`config.mk`:
```
export PLATFORM = sky130hd
export DESIGN_NAME = pwm_phase_dt
export DESIGN_NICKNAME = d
export VERILOG_FILES = /design/src/verilog/pwm_phase_dt_pkg.sv /design/src/verilog/pwm_phase_dt.sv
export VERILOG_INCLUDE_DIRS = /design/src /design/src/verilog
export SDC_FILE = /design/constraint.sdc
export NUM_CORES = 1
export LEC_CHECK = 0
export ABC_AREA = 1
export BUFFER_PORTS_ARGS = -buffer_cell sky130_fd_sc_hd__buf_4
export CORE_MARGIN = 3
export CORE_UTILIZATION = 40
export CTS_CLUSTER_DIAMETER = 30
export DETAILED_ROUTE_END_ITERATION = 8
export PLACE_DENSITY = 0.63
export SYNTH_ARGS = -nofsm -noshare
export SYNTH_HDL_FRONTEND = slang
export SYNTH_SLANG_ARGS = --single-unit
```
`constraint.sdc`:
```
create_clock -name pclk -period 3.7 [get_ports pclk]
set_input_delay 0 -clock pclk [delete_from_list [all_inputs] [get_ports pclk]]
set_output_delay 0 -clock pclk [all_outputs]
set_load 0.05 [all_outputs]
```
`src/verilog/pwm_phase_dt_defs.svh`:
```
// Register offsets, field positions and reset values of the phase and dead-time block
`ifndef PWM_PHASE_DT_DEFS_SVH
`define PWM_PHASE_DT_DEFS_SVH
`define OFF_CTRL 12'h000
`define OFF_PRIMARY_PHASE 12'h004
`define OFF_SECONDARY_PHASE 12'h008
`define OFF_DEAD_TIME 12'h00C
`define OFF_ALT_DEAD_TIME 12'h010
`define OFF_STATUS 12'h014
`define CTRL_TB_SEL_BIT 0
`define CTRL_MODE_LSB 1
`define CTRL_EN_BIT 3
`define RST_PHASE 16'h0000
`define RST_DT 14'h0000
`define DT_WIDTH 14
`endif

```
`src/verilog/pwm_phase_dt_pkg.sv`:
```
// Types of the phase and dead-time block
package pwm_phase_dt_pkg;
  typedef enum logic [1:0] {
    MODE_COMPLEMENTARY = 2'h0,
    MODE_REDUNDANT = 2'h1,
    MODE_PUSH_PULL = 2'h2,
    MODE_INDEPENDENT = 2'h3
  } output_mode_t;
endpackage

```
`src/verilog/pwm_phase_dt.sv`:
```
// PWM generator secondary phase and dead-time registers with low/high time bases
//
// Contract
// - 16-bit secondary phase register, reset zero
// - Secondary phase ignored outside independent mode
// - Independent, base off: low-side phase shift
// - Independent, base on: low-side separate period
// - 14-bit dead-time register, writable, reset zero
// - 14-bit alternate dead-time register, reset zero
// - Dead-time upper 18 bits (31:14) read zero
// - Independent, base off: primary phase high-side
//
// The APB slave port and the address map were left to the implementer.
`include "pwm_phase_dt_defs.svh"
module pwm_phase_dt #(
  parameter int PHASE_W = 16
) (
  // Clock and reset
  input wire logic pclk,
  input wire logic presetn,
  // APB slave
  input wire logic psel,
  input wire logic penable,
  input wire logic pwrite,
  input wire logic [11:0] paddr,
  input wire logic [31:0] pwdata,
  output logic [31:0] prdata,
  output logic pready,
  output logic pslverr,
  // Time base and dead-time outputs
  output logic [PHASE_W-1:0] high_count,
  output logic [PHASE_W-1:0] low_count,
  output logic low_uses_secondary,
  output logic [`DT_WIDTH-1:0] dead_time,
  output logic [`DT_WIDTH-1:0] alt_dead_time
);
  // ----------------------------------------
  // Parameter check
  // ----------------------------------------
  if (PHASE_W != 16) begin : g_bad_phase_w
    $error("PHASE_W must be 16");
  end

  // ----------------------------------------
  // Address decode
  // ----------------------------------------
  logic sel_ctrl;
  logic sel_pphase;
  logic sel_sphase;
  logic sel_dt;
  logic sel_alt_dt;
  logic sel_status;
  logic hit;
  logic setup_ph;
  logic wr_en;
  logic rd_en;

  assign sel_ctrl = (paddr == `OFF_CTRL);
  assign sel_pphase = (paddr == `OFF_PRIMARY_PHASE);
  assign sel_sphase = (paddr == `OFF_SECONDARY_PHASE);
  assign sel_dt = (paddr == `OFF_DEAD_TIME);
  assign sel_alt_dt = (paddr == `OFF_ALT_DEAD_TIME);
  assign sel_status = (paddr == `OFF_STATUS);
  assign hit = sel_ctrl || sel_pphase || sel_sphase || sel_dt || sel_alt_dt || sel_status;
  assign setup_ph = psel && !penable;
  // Writes land at the access edge only
  assign wr_en = psel && penable && pwrite && pready;
  // Read data is taken in setup so it stands through the access cycle
  assign rd_en = setup_ph && !pwrite;

  // ----------------------------------------
  // Control register
  // ----------------------------------------
  logic tb_sel_r;
  logic en_r;
  pwm_phase_dt_pkg::output_mode_t mode_r;

  always_ff @(posedge pclk or negedge presetn) begin
    if (!presetn) begin
      tb_sel_r <= 1'b0;
      en_r <= 1'b0;
      mode_r <= pwm_phase_dt_pkg::MODE_COMPLEMENTARY;
    end else if (wr_en && sel_ctrl) begin
      tb_sel_r <= pwdata[`CTRL_TB_SEL_BIT];
      mode_r <= pwm_phase_dt_pkg::output_mode_t'(pwdata[`CTRL_MODE_LSB +: 2]);
      en_r <= pwdata[`CTRL_EN_BIT];
    end
  end

  // ----------------------------------------
  // Phase registers
  // ----------------------------------------
  logic [15:0] primary_phase_r;
  logic [15:0] secondary_phase_r;

  // Primary phase or high-side period
  always_ff @(posedge pclk or negedge presetn) begin
    if (!presetn) begin
      primary_phase_r <= `RST_PHASE;
    end else if (wr_en && sel_pphase) begin
      primary_phase_r <= pwdata[15:0];
    end
  end

  // Secondary phase or low-side period
  always_ff @(posedge pclk or negedge presetn) begin
    if (!presetn) begin
      secondary_phase_r <= `RST_PHASE;
    end else if (wr_en && sel_sphase) begin
      secondary_phase_r <= pwdata[15:0];
    end
  end

  // ----------------------------------------
  // Dead-time registers
  // ----------------------------------------
  logic [`DT_WIDTH-1:0] dt_r;
  logic [`DT_WIDTH-1:0] alt_dt_r;

  // Upper write bits are dropped, so they cannot be stored
  always_ff @(posedge pclk or negedge presetn) begin
    if (!presetn) begin
      dt_r <= `RST_DT;
    end else if (wr_en && sel_dt) begin
      dt_r <= pwdata[`DT_WIDTH-1:0];
    end
  end

  always_ff @(posedge pclk or negedge presetn) begin
    if (!presetn) begin
      alt_dt_r <= `RST_DT;
    end else if (wr_en && sel_alt_dt) begin
      alt_dt_r <= pwdata[`DT_WIDTH-1:0];
    end
  end

  // ----------------------------------------
  // APB answer
  // ----------------------------------------
  // One access cycle, no wait states
  always_ff @(posedge pclk or negedge presetn) begin
    if (!presetn) begin
      pready <= 1'b0;
      pslverr <= 1'b0;
    end else begin
      pready <= setup_ph;
      pslverr <= setup_ph && !hit;
    end
  end

  // Read data stands until the next read
  always_ff @(posedge pclk or negedge presetn) begin
    if (!presetn) begin
      prdata <= 32'h00000000;
    end else begin
      if (rd_en) begin
        case (paddr)
          `OFF_CTRL: prdata <= {28'h0000000, en_r, mode_r, tb_sel_r};
          `OFF_PRIMARY_PHASE: prdata <= {16'h0000, primary_phase_r};
          `OFF_SECONDARY_PHASE: prdata <= {16'h0000, secondary_phase_r};
          `OFF_DEAD_TIME: prdata <= {18'h00000, dt_r};
          `OFF_ALT_DEAD_TIME: prdata <= {18'h00000, alt_dt_r};
          `OFF_STATUS: prdata <= {low_count, high_count};
          default: prdata <= 32'h00000000;
        endcase
      end
    end
  end

  // ----------------------------------------
  // Time bases
  // ----------------------------------------
  logic indep;
  logic [15:0] high_per;
  assign indep = (mode_r == pwm_phase_dt_pkg::MODE_INDEPENDENT);
  assign high_per = tb_sel_r ? primary_phase_r : 16'hFFFF;

  // High side: primary phase shift or independent period
  always_ff @(posedge pclk or negedge presetn) begin
    if (!presetn) begin
      high_count <= 16'h0000;
    end else if (!en_r) begin
      high_count <= tb_sel_r ? 16'h0000 : primary_phase_r;
    end else if (high_count >= high_per) begin
      high_count <= 16'h0000;
    end else begin
      high_count <= high_count + 16'h0001;
    end
  end

  // Low side: follows high side unless independent mode
  always_ff @(posedge pclk or negedge presetn) begin
    if (!presetn) begin
      low_count <= 16'h0000;
      low_uses_secondary <= 1'b0;
    end else begin
      low_uses_secondary <= indep;
      if (!indep) begin
        low_count <= high_count;
      end else if (!en_r) begin
        low_count <= tb_sel_r ? 16'h0000 : secondary_phase_r;
      end else if (tb_sel_r && low_count >= secondary_phase_r) begin
        low_count <= 16'h0000;
      end else if (!tb_sel_r && low_count == 16'hFFFF) begin
        low_count <= 16'h0000;
      end else begin
        low_count <= low_count + 16'h0001;
      end
    end
  end

  // ----------------------------------------
  // Dead-time outputs
  // ----------------------------------------
  // Dead-time values to the dead-time unit
  always_ff @(posedge pclk or negedge presetn) begin
    if (!presetn) begin
      dead_time <= `RST_DT;
      alt_dead_time <= `RST_DT;
    end else begin
      dead_time <= dt_r;
      alt_dead_time <= alt_dt_r;
    end
  end
endmodule // pwm_phase_dt

```
After elaboration in Yosys (flattened, before gate mapping) --
Index checks and enable logic that the tools add are counted.
Storage, ports and cells: flip-flop bits (word level) 159, latch bits 0, memory bits (writable) 0, bits in read-only memories 0, word-level logic and storage cells 59, memories kept 0
Cells by class: add/sub/neg operators 2, multiply operators 0, div/mod/pow operators 0, magnitude comparators 2, eq/ne operators 7, shifts and indexed selects 0, muxes and demuxes 10, bitwise gates (word level) 0, reductions and logical operators 23
Operators by type and width (count):
- $pmux W32 S6 | 1
- $mux W16 | 9
- $add A16 B1 Y16 const B | 2
- $ge A16 B16 Y1 | 2
- $eq A12 B4 Y1 const B | 2
- $eq A12 B5 Y1 const B | 2
- $eq A16 B16 Y1 const B | 1
- $logic_and A1 B1 Y1 | 13
- $eq A12 B3 Y1 const B | 1
- $logic_not A12 Y1 | 1
- $logic_or A1 B1 Y1 | 5
- $logic_not A1 Y1 | 4
- $eq A2 B2 Y1 const B | 1

Depth between registers and ports, before layout --
Gate-level depths: netlist of the first run.
depth in word-level cells 8, gate-level depth with buffers 14

Worst setup path after synthesis of the first run --
Ideal clock, no wire load.
path type register to register, start register tb_sel_r, end register high_count[10], library setup time 132 ps, data arrival time 2074 ps, path slack 1495 ps, cell stages (with the launch flop) 13, buffers on the path 2, clock period less this slack 2205 ps, cell sequence dfrtp_1 > inv_1 > clkbuf_1 > nor2_1 > ha_1 > nand2_1 > inv_1 > nand3_1 > nor3_1 > nand2_1 > nand3_2 > clkbuf_1 > o21ai_0
On the way: cells in the longest elaborated chain, start to end 4, elaborated cells on any way between the ends 5, classes of those cells 1 x order compare; 4 x mux
RTL lines:
- from (decl) | RTL line pwm_phase_dt.sv:74 | logic tb_sel_r;
- from (signal assigned) | RTL line pwm_phase_dt.sv:84 | tb_sel_r <= pwdata[`CTRL_TB_SEL_BIT];
- $mux W16 | RTL line pwm_phase_dt.sv:176 | assign high_per = tb_sel_r ? primary_phase_r : 16'hFFFF;
- $ge A16 B16 Y1 | RTL line pwm_phase_dt.sv:184 | end else if (high_count >= high_per) begin
- $mux W16 | RTL line pwm_phase_dt.sv:184
- $mux W16 (*) | RTL line pwm_phase_dt.sv:182 | end else if (!en_r) begin
- to (signal assigned) | RTL line pwm_phase_dt.sv:183 | high_count <= tb_sel_r ? 16'h0000 : primary_phase_r;
- to (signal assigned) | RTL line pwm_phase_dt.sv:187 | high_count <= high_count + 16'h0001;
- to (decl) | RTL line pwm_phase_dt.sv:31 | output logic [PHASE_W-1:0] high_count,
Every way passes the cells marked *; elsewhere a longest branch is shown, timed or not. A chain may end at the register's enable or synchronous reset.

Worst setup path in the final report of the first run --
start register tb_sel_r, end register high_count[0]
Same word-level chain as after synthesis.

==> key figures, run 1 <==
Floorplan
  – DIE AREA: 0.0222 sq mm
  – Core box area: 0.0198 sq mm
  – Rows: 51
  – Chip width: between 100 and 150 microns
  – Initial Util: about two fifths
  – Die H: 149 microns
  – Ports: 144

Worst setup path
  – Crit. path cell count: 10
  – Delay-heaviest family, CP: simple AND/OR/NAND/NOR gates
  – Worst Path Buf+Inv: 2
  – Crit. End Element: register
  – Worst-path cell chain: inv_1 -> nor2_1 -> ha_1 -> nand2_1 -> inv_1 -> o21ai_0 -> nand2_1 -> a21oi_1 -> nand3_2 -> o21ai_0
  – Kind of start point of the critical path: register
  – WP data required: 4.03 ns
  – Critical path type: reg2reg
  – Critical Path Slowest Stage Cell: inv_1
  – Critical Path Max Stage Delay: 0.48 ns
  – Arr. time, crit path: 2.84 ns
  – Crit-path max FO: 16
  – Reg2Reg Depth: 10

Cells and area
  – Diodes inserted: 0
  – Area of the multi-input gates: 0.00359 sq mm
  – Final nets: 1,195
  – Syn-to-layout area delta: 22.8%
  – Share of cells above drive strength 1: 20.2%
  – # fillers: 1,958
  – Reg area: 0.00398 sq mm

Routing
  – Routed len/inst: 16.1 microns
  – WL final: 22,400 microns
  – Drt drc: 0
  – Via count: 6,969
  – Drt pass-1 iters: 5
  – Final ANT Viol Nets: 0
  – Number of DRC markers in iteration 0: 428
  – Vias per inst: 5.02

Place
  – Place WS: between 1 and 1.5 ns
  – Port bufs: 127
  – Hpwl dp: between 15,000 and 20,000 microns
  – Placer Congestion: a little under 0.9

STA
  – Slew Viols, Final: 0
  – RSZ-0062 raised after global routing: no
  – Final period utilization: 67.9%
  – Final setup margin: 1.19 ns
  – Final min period: 2.51 ns
  – Layout Skew: approximately 0.0085 ns
  – Worst-margin pin slew: 0.941 ns
  – Finish-stage setup viols: 0
  – Setup TNS: 0 ns
  – Relative slew slack: ~37%
  – Final Hold Viols: 0
  – Hold WS: 0.128 ns
  – FMAX: ~400 MHz

Yosys
  – Sequential fraction of the synthesis area: approximately half
  – Syn Nets: 1,062
  – EDFF count, synth: 0
  – Count of unique library cells instantiated by Yosys: 38
  – Post-synth top cells: nand2_1 (262), dfrtp_1 (159), inv_1 (88), nand3_1 (80), nor2_1 (72)
  – Post-Syn Area per Cell: 8.34 sq um
  – Ys flop type: dfrtp_1
  – Yosys top cell area share: about half
  – Synth warnings: 0
  – Post-Syn Instances: approximately 1,000
  – Synth Cell Area: approximately 0.0082 sq mm
  – Top-count cell post-synth: nand2_1
  – Synth area leaders: dfrtp_1 (49%), nand2_1 (12%), ha_1 (5.2%), nand3_1 (4.9%), o21ai_0 (4.1%)
  – Leading area contributor after synthesis: dfrtp_1
  – Synth Register Bits: 159
  – Fraction of registers with async set/reset: 100%

Clock tree
  – Num CTS Buffers: 17
  – Clock root cell: clkbuf_16
  – Clock transition at the registers of the reported paths: around 0.060 ns
  – Buffer levels on the longest clock path: 2
  – CTS tree: done
  – CTS H-tree depth: 4
  – Hold buffers post-CTS: 19
  – CTS Sinks: ~160
  – Clk_lat worst skew: 0.42 ns
  – Post-CTS Resized: 0
  – Post-CTS Setup Bufs: 0

Power and ir drop
  – Max rail drop VDD: 0.000326 V
  – Total power draw: 3.58 mW
  – Power Dens Cells: 357 mW/mm^2
  – Leakage: 5.10 nW

Global routing
  – Largest net degree at the start of global routing: 99
  – Remaining Overflow, GRT: 0
  – Vias in the first global route: 6,700
  – First-pass GRT wire length: 35,700 microns
  – Tot GR Track Use: between 20% and 30%
  – Initial antenna violation count: 0

Job
  – Max Cap Viol: 0

Min path
  – Worst Hold Class: in2reg
  – Depth of the worst hold-timing path: 6

Outcome
  – Outcome: complete, no violations
-- final timing paths --
path,from,to,slack [ns]
worst max-delay path,tb_sel_r,high_count[0],1.19
worst min-delay path,paddr[2],pslverr,0.13
worst max register to register,tb_sel_r,high_count[0],1.19
worst min register to register,alt_dt_r[0],alt_dead_time[0],0.41
max in group asynchronous,presetn,prdata[7],2.58
min in group asynchronous,presetn,prdata[3],0.27
-- cell families after synthesis --
family | share of synthesized area (%)
AND/OR/NAND/NOR | 26.4
buffers and inverters | 7.31
adder cells (fa/ha/maj) | 5.21
XOR/XNOR | 1.07
AO/OA/AOI/OAI | 11.3
flip-flops | 48.7
-- area by class of cell --
cell class              instances  share of cell area [%]
flip-flops and latches        159                    39.7
multi-input cells             688                    35.8
repair buffers                151                    11.9
clock buffers                  19                    4.32
inverters                      95                    3.55
well taps                     265                    3.31
clock inverters                12                    1.38
-- through the flow --
stage	util (%)	cell area (sq um)	std cells
final	50.7	10000	1389
after floorplan	-	8170	979
after global routing	50.7	10000	1389
after CTS	50.7	10000	1389
after global placement	46.9	9270	1339
after detailed placement	46.9	9270	1339
-- cell usage in the layout (no fill, tap or decap), types with 2 or more instances in the layout --
cell type,n
o21ai_0,67
o31ai_1,4
clkbuf_1,2
inv_2,6
clkinv_4,4
nand3_1,80
nand4_1,17
nand3_2,2
a21o_1,2
nor2_1,71
dlygate4sd3_1,19
nand3b_1,2
dfrtp_1,159
nor3_1,5
bufinv_16,2
nand3_4,2
o21ai_2,16
inv_1,88
ha_1,34
clkbuf_16,17
xor2_1,9
nor2_2,5
nand2_4,3
buf_4,130
nor3_2,3
clkinvlp_4,4
a21oi_1,52
nor2_4,4
nand2_2,20
nand2_1,262
o21ai_1,20
-- layer usage --
metal / track usage [%] / vias up / share of wire (%)
li1: - / 3464 / -
met1: 29.9 / 3308 / 48
met4: 6.04 / 0 / 1.4
met3: 3.19 / 23 / 4.8
met2: 31.8 / 174 / 46
met5: 0 / - / 0
-- sequential cells by signal, indices dropped and copies added, names as in the netlist, 2 cells and up --
name / count
alt_dead_time: 14
alt_dt_r: 14
dead_time: 14
dt_r: 14
high_count: 16
low_count: 16
mode_r: 2
prdata: 32
primary_phase_r: 16
secondary_phase_r: 16
-- power by group --
part | switching [mW] | internal [mW]
registers | 0.00103 | 1.74
logic | 0.0828 | 0.0449
clock network | 0.718 | 0.994
total | 0.802 | 2.78
-- worst reg2reg max path, stage by stage (launching register included) --
cell     delay (ns)
dfrtp_1        0.47
inv_1          0.49
nor2_1         0.10
ha_1           0.31
nand2_1        0.07
inv_1          0.03
o21ai_0        0.13
nand2_1        0.07
a21oi_1        0.15
nand3_2        0.33
o21ai_0        0.27
(Power assumes the default switching activity.)
==> run 2, diff against run 1 <==
==> constraint.sdc (replaced) <==
create_clock -name pclk -period 2.4 [get_ports pclk]
set_input_delay 0 -clock pclk [delete_from_list [all_inputs] [get_ports pclk]]
set_output_delay 0 -clock pclk [all_outputs]
set_load 0.05 [all_outputs]
==> run 2 against run 1 <==
Against the previous run: sequential share of layout area shrank 0.86 points; register-to-register slack got worse by 0.79 ns; cell count grew 1.8%; non-clock buffer count grew 24; core utilization increased by 1.1 points; power increased by 57%; combinational power grew 60%; setup slack worse by 0.79 ns; first-iteration DRC count grew 71%; largest cell class unchanged; largest power group is now clock.
==> key figures, run 2 (same netlist as run 1, synthesis figures left out) <==
Routing
  – WL final: between 20,000 and 25,000 microns
  – Vias per inst: 5.07
  – Via count: 7,167
  – Drt drc: 0
  – Final ANT Viol Nets: 0
  – Number of DRC markers in iteration 0: 731
  – Routed len/inst: 16.4 microns
  – Drt pass-1 iters: 7

Clock tree
  – CTS tree: done
  – Clock root cell: clkbuf_16
  – Num CTS Buffers: 17
  – CTS Sinks: 159
  – Post-CTS Setup Bufs: 0
  – Clock transition at the registers of the reported paths: around 0.070 ns
  – CTS H-tree depth: 4
  – Clk_lat worst skew: roughly 0.43 ns
  – Buffer levels on the longest clock path: 2

Cells and area
  – Largest reg by FF count: prdata
  – # fillers: 1,917
  – Area of the multi-input gates: 0.00359 sq mm
  – Syn-to-layout area delta: 25.5%
  – Max FFs per register: 32
  – Most frequent cells in the layout: nand2_1 (262), dfrtp_1 (159), buf_4 (152), inv_1 (88), nand3_1 (80)
  – Diodes inserted: 0
  – Share of cells above drive strength 1: between 20% and 30%
  – Final nets: 1,219
  – Reg area: roughly 0.004 sq mm
  – Commonest non-fill, non-tap cell in the layout: nand2_1

STA
  – Final period utilization: between 80% and 90%
  – Worst-margin pin slew: 0.730 ns
  – Setup TNS: 0 ns
  – Final min period: about 2 ns
  – Finish-stage setup viols: 0
  – RSZ-0062 raised after global routing: no
  – Relative slew slack: 51.3%
  – Final setup margin: between 0.3 and 0.4 ns
  – Slew Viols, Final: 0
  – FMAX: between 400 and 500 MHz
  – Layout Skew: 0.00840 ns
  – Final Hold Viols: 0

Worst setup path
  – Crit-path max FO: 16
  – Crit. End Element: register
  – Kind of start point of the critical path: register
  – Reg2Reg Depth: 10
  – Critical path type: reg2reg
  – Arr. time, crit path: 2.31 ns
  – WP data required: ~2.7 ns

Power and ir drop
  – Logic gate share of total power: 3.6%
  – Switching Power: 1.38 mW
  – P_int: around 4.2 mW
  – Clock network fraction of design power: 48.6%
  – Sw Ratio: 24.5%
  – Power Dens Cells: 548 mW/mm^2
  – Leakage: 5.26 nW
  – Sequential power share: around 48%
  – Max rail drop VDD: 0.000451 V

Place
  – Hpwl dp: 16,800 microns
  – Port bufs: 127
  – Placer Congestion: approximately 0.87
  – Place WS: around 0.39 ns

Global routing
  – Tot GR Track Use: about 22%
  – Remaining Overflow, GRT: 0
  – Largest net degree at the start of global routing: 68
  – Vias in the first global route: about 6,900
  – First-pass GRT wire length: 37,800 microns
  – Initial antenna violation count: 0

Min path
  – Worst Hold Class: in2reg
  – Depth of the worst hold-timing path: 6

Floorplan
  – Chip width: roughly 150 microns
  – Rows: 51
  – Core box area: 0.0198 sq mm
  – Initial Util: around two fifths
  – Die H: 149 microns
  – DIE AREA: between 0.02 and 0.025 sq mm
  – Ports: about 140

Job
  – Max Cap Viol: 0

Outcome
  – Outcome: complete, no violations
-- run 2: cell count changes in the layout (fill, tap and decap cells not counted) --
cell	delta
inv_6	+3
buf_12	+2
clkbuf_1	-2
clkinvlp_4	-2
bufinv_16	-1
clkinv_4	-4
buf_4	+22
inv_8	+7
-- run 2: worst paths after layout --
| check | from | end | slack (ns) |
|---|---|---|---|
| max reg2reg | tb_sel_r | high_count[5] | 0.40 |
| max in group asynchronous | presetn | secondary_phase_r[13] | 1.54 |
| min in group asynchronous | presetn | prdata[16] | 0.14 |
| min | paddr[2] | pslverr | 0.1 |
| min reg2reg | dt_r[0] | dead_time[0] | 0.41 |
| max | tb_sel_r | high_count[5] | 0.40 |
-- run 2: layout make-up --
type                    count  area share, %
clock inverters            15           1.60
flip-flops and latches    159           38.8
repair buffers            175           13.7
multi-input cells         688           35.1
clock buffers              17           4.15
inverters                  95           3.48
well taps                 265           3.23
-- run 2: repair_timing --
item | 4_1_cts | 5_1_grt
resized for setup | 0 | 0
endpoints found under the setup margin | 0 | 0
hold buffers | 19 | 0
hold endpoints to repair | 131 | 0
-- run 2: per-layer routing --
| metal | GRT usage, % | share of wire [%] | vias to the layer above | wire length [microns] |
|---|---|---|---|---|
| li1 | - | - | 3508 | - |
| met1 | 32.4 | 48 | 3401 | 11100 |
| met2 | 32.6 | 44 | 237 | 10200 |
| met3 | 4.22 | 6.8 | 21 | 1580 |
| met4 | 4.90 | 1.2 | 0 | 271 |
| met5 | 0 | 0 | - | 0 |
-- run 2: power groups by stage --
stage,Sequential [mW],Clock (mW),Combinational (mW)
after floorplan,2.74,0,0.0493
final,2.68,2.73,0.205
after detailed placement,2.73,0,0.186
after CTS,2.68,2.78,0.211
after global placement,2.73,0,0.185
after global routing,2.68,2.91,0.229
-- run 2: stage by stage --
step	instances	utilization, %	area [sq um]	total power, mW	hold slack, ns
2_1_floorplan	979	-	8170	2.79	-0.296
3_3_place_gp	1363	47.9	9470	2.92	0.0636
3_5_place_dp	1363	47.9	9470	2.92	0.0539
4_1_cts	1414	51.8	10300	5.67	0.0894
5_1_grt	1414	51.8	10300	5.82	0.159
6_report	1414	51.8	10300	5.62	0.0973
-- run 2: worst max-delay path, cell delays in order, from the launching register on --
cell and delay (ns):
dfrtp_1 0.39, inv_1 0.10, buf_12 0.15, nor2_1 0.05
ha_1 0.31, nand4_1 0.12, nor3_1 0.25, nand2_1 0.11
nand3_2 0.09, buf_4 0.19, o21ai_0 0.09
==> run 3, diff against run 2 <==
--- a/config.mk
+++ b/config.mk
@@ -12,7 +12,7 @@
 export CORE_UTILIZATION = 40
 export CTS_CLUSTER_DIAMETER = 30
 export DETAILED_ROUTE_END_ITERATION = 8
-export PLACE_DENSITY = 0.63
+export PLACE_DENSITY = 0.66
 export SYNTH_ARGS = -nofsm -noshare
 export SYNTH_HDL_FRONTEND = slang
 export SYNTH_SLANG_ARGS = --single-unit
==> constraint.sdc (replaced) <==
create_clock -name pclk -period 1.7 [get_ports pclk]
set_input_delay 0 -clock pclk [delete_from_list [all_inputs] [get_ports pclk]]
set_output_delay 0 -clock pclk [all_outputs]
set_load 0.05 [all_outputs]
==> run 3 against run 2 <==
Against the previous run: critical path depth is 1 higher; register-to-register slack worse by 0.69 ns; largest cell class unchanged; sequential share of layout area is 3.4 points lower; flip-flop and latch count stayed put; via count is 5.4% higher; count of clock-buffer cells in the layout stayed put; critical path type unchanged; the flow now finishes with violations (negative setup slack); maximum frequency is 0.37% higher.
==> key figures, run 3 (same netlist as run 1, synthesis figures left out) <==
Outcome
  – Outcome: complete, but fails checks
  – Violated checks: negative setup slack

Place
  – Port bufs: 127
  – Hpwl dp: 17,900 microns
  – Placer Congestion: 0.847
  – Dpl cells: 1,427
  – Placed Area: 0.0101 sq mm

Cells and area
  – Final nets: 1,300
  – Final Instance Area: 0.0113 sq mm
  – Share of cells above drive strength 1: between 30% and 40%
  – Max FFs per register: 32
  – # fillers: 1,801
  – Final core utilization: 57.2%
  – Commonest non-fill, non-tap cell in the layout: nand2_1
  – Largest reg by FF count: prdata
  – Most frequent cells in the layout: nand2_1 (257), buf_4 (219), dfrtp_1 (140), inv_1 (85), nand3_1 (70)
  – Layout Cells excl Fill: 1,495
  – Syn-to-layout area delta: 38.4%
  – Diodes inserted: 0

Worst setup path
  – Delay-heaviest family, CP: simple AND/OR/NAND/NOR gates
  – Kind of start point of the critical path: register
  – Critical Path Slowest Stage Cell: dfrtp_2
  – Critical path type: reg2reg
  – Critical Path Max Stage Delay: between 0.4 and 0.5 ns
  – Crit-path max FO: 8
  – WP data required: 2.06 ns
  – Worst Path Buf+Inv: 2
  – R2r setup slk: -0.29 ns
  – Crit. End Element: register
  – Worst-path cell chain: clkinvlp_4 -> nor2_2 -> ha_1 -> a21oi_2 -> o21ai_1 -> nand2_1 -> nand3_2 -> nand2_2 -> nand3_4 -> clkbuf_16 -> o21ai_2
  – Arr. time, crit path: about 2.4 ns

Floorplan
  – Rows: 51
  – Ports: 144
  – DIE AREA: 0.0222 sq mm
  – Core box area: 0.0198 sq mm
  – Initial Util: 41.3%
  – Die H: 149 microns
  – Chip width: 149 microns

Min path
  – Worst Hold Class: in2async

Routing
  – Number of DRC markers in iteration 0: 557
  – Via count: about 7,600
  – Drt drc: 0
  – Final ANT Viol Nets: 0
  – Vias per inst: 5.05
  – WL final: roughly 25,000 microns
  – Drt pass-1 iters: 5
  – Routed len/inst: between 15 and 20 microns

STA
  – Final Hold Viols: 0
  – Layout Skew: 0.00902 ns
  – Final min period: 1.99 ns
  – Setup TNS: -5.93 ns
  – Final period utilization: 117%
  – Relative slew slack: 66.7%
  – Final setup margin: -0.293 ns
  – Worst-margin pin slew: 0.498 ns
  – Finish-stage setup viols: 32
  – RSZ-0062 raised after global routing: yes
  – Hold WS: between 0.04 and 0.05 ns
  – FMAX: 502 MHz
  – Slew Viols, Final: 0

Clock tree
  – CTS Sinks: 159
  – CTS tree: done
  – Clock transition at the registers of the reported paths: roughly 0.07 ns
  – Clock root cell: clkbuf_16
  – CTS H-tree depth: 4
  – Clk_lat worst skew: 0.43 ns
  – Num CTS Buffers: 17
  – Buffer levels on the longest clock path: 2

Global routing
  – First-pass GRT wire length: roughly 39,000 microns
  – Remaining Overflow, GRT: 0
  – Initial antenna violation count: 0
  – Largest net degree at the start of global routing: 48
  – Vias in the first global route: between 7,000 and 8,000
  – Tot GR Track Use: 22.1%

Power and ir drop
  – Switching Power: approximately 2 mW
  – Max rail drop VDD: between 0.0006 and 0.0007 V
  – Clock network fraction of design power: 47.5%
  – Logic gate share of total power: 4.0%
  – Sw Ratio: 25.1%
  – Power Dens Cells: 691 mW/mm^2
  – P_int: a little under 6 mW
  – Leakage: 5.72 nW
  – Sequential power share: 48.5%

Job
  – Max Cap Viol: 0
==> run 3: metrics by stage <==
step,total power [mW],setup slack (ns)
finish,7.81,-0.293
CTS,7.85,-0.169
global placement,4.13,-0.176
global route,8.04,-0.410
detailed placement,4.13,-0.261
floorplan,3.94,-0.203
==> run 3: area by class of cell <==
class / instances / area [sq um] / share of cell area [%]
Clock buffer: 17 / 425 / 3.76
Multi-Input combinational cell: 688 / 3910 / 34.6
Clock inverter: 15 / 140 / 1.24
Inverter: 95 / 374 / 3.31
Timing Repair Buffer: 253 / 2100 / 18.6
Sequential cell: 159 / 4000 / 35.4
Tap cell: 265 / 332 / 2.93
Timing Repair inverter: 3 / 25.0 / 0.221
==> run 3: worst reg2reg max path: cells and delay by family (launching register included) <==
kind | cells | cell delay, ns
simple gates | 5 | 0.51
fa+ha+maj | 1 | 0.26
flops | 1 | 0.43
compound gates | 3 | 0.33
buf+inv | 2 | 0.40
==> run 3: layer usage <==
metal	track usage, %	part of all wire (%)
met1	32.1	45
met2	35.3	47
met3	3.07	6.8
met4	5.03	1.3
met5	0	0
==> run 3: what timing repair did <==
item	4_1_cts	5_1_grt
resized for setup	21	55
endpoints found under the hold margin	224	8
setup endpoints to repair	30	64
gates cloned	1	4
hold buffers	19	2
pin swaps	7	24
setup buffers	5	6
==> run 3: power by group through the flow <==
stage               Clock [mW]  Sequential, mW  Combinational, mW
detailed placement           0            3.86              0.272
finish                    3.71            3.79              0.316
global placement             0            3.86              0.268
CTS                       3.76            3.79              0.305
global route              3.91            3.78              0.352
floorplan                    0            3.87             0.0696
==> run 3: final timing paths <==
| path | startpoint | cells past startpoint | to |
|---|---|---|---|
| setup / recovery | tb_sel_r | 11 | high_count[14] |
| hold / removal | presetn | 2 | prdata[3] |
| setup reg to reg | tb_sel_r | 11 | high_count[14] |
| max in group asynchronous | presetn | 3 | high_count[1] |
| min in group pclk | paddr[2] | 6 | pslverr |
| hold reg to reg | dt_r[0] | 0 | dead_time[0] |
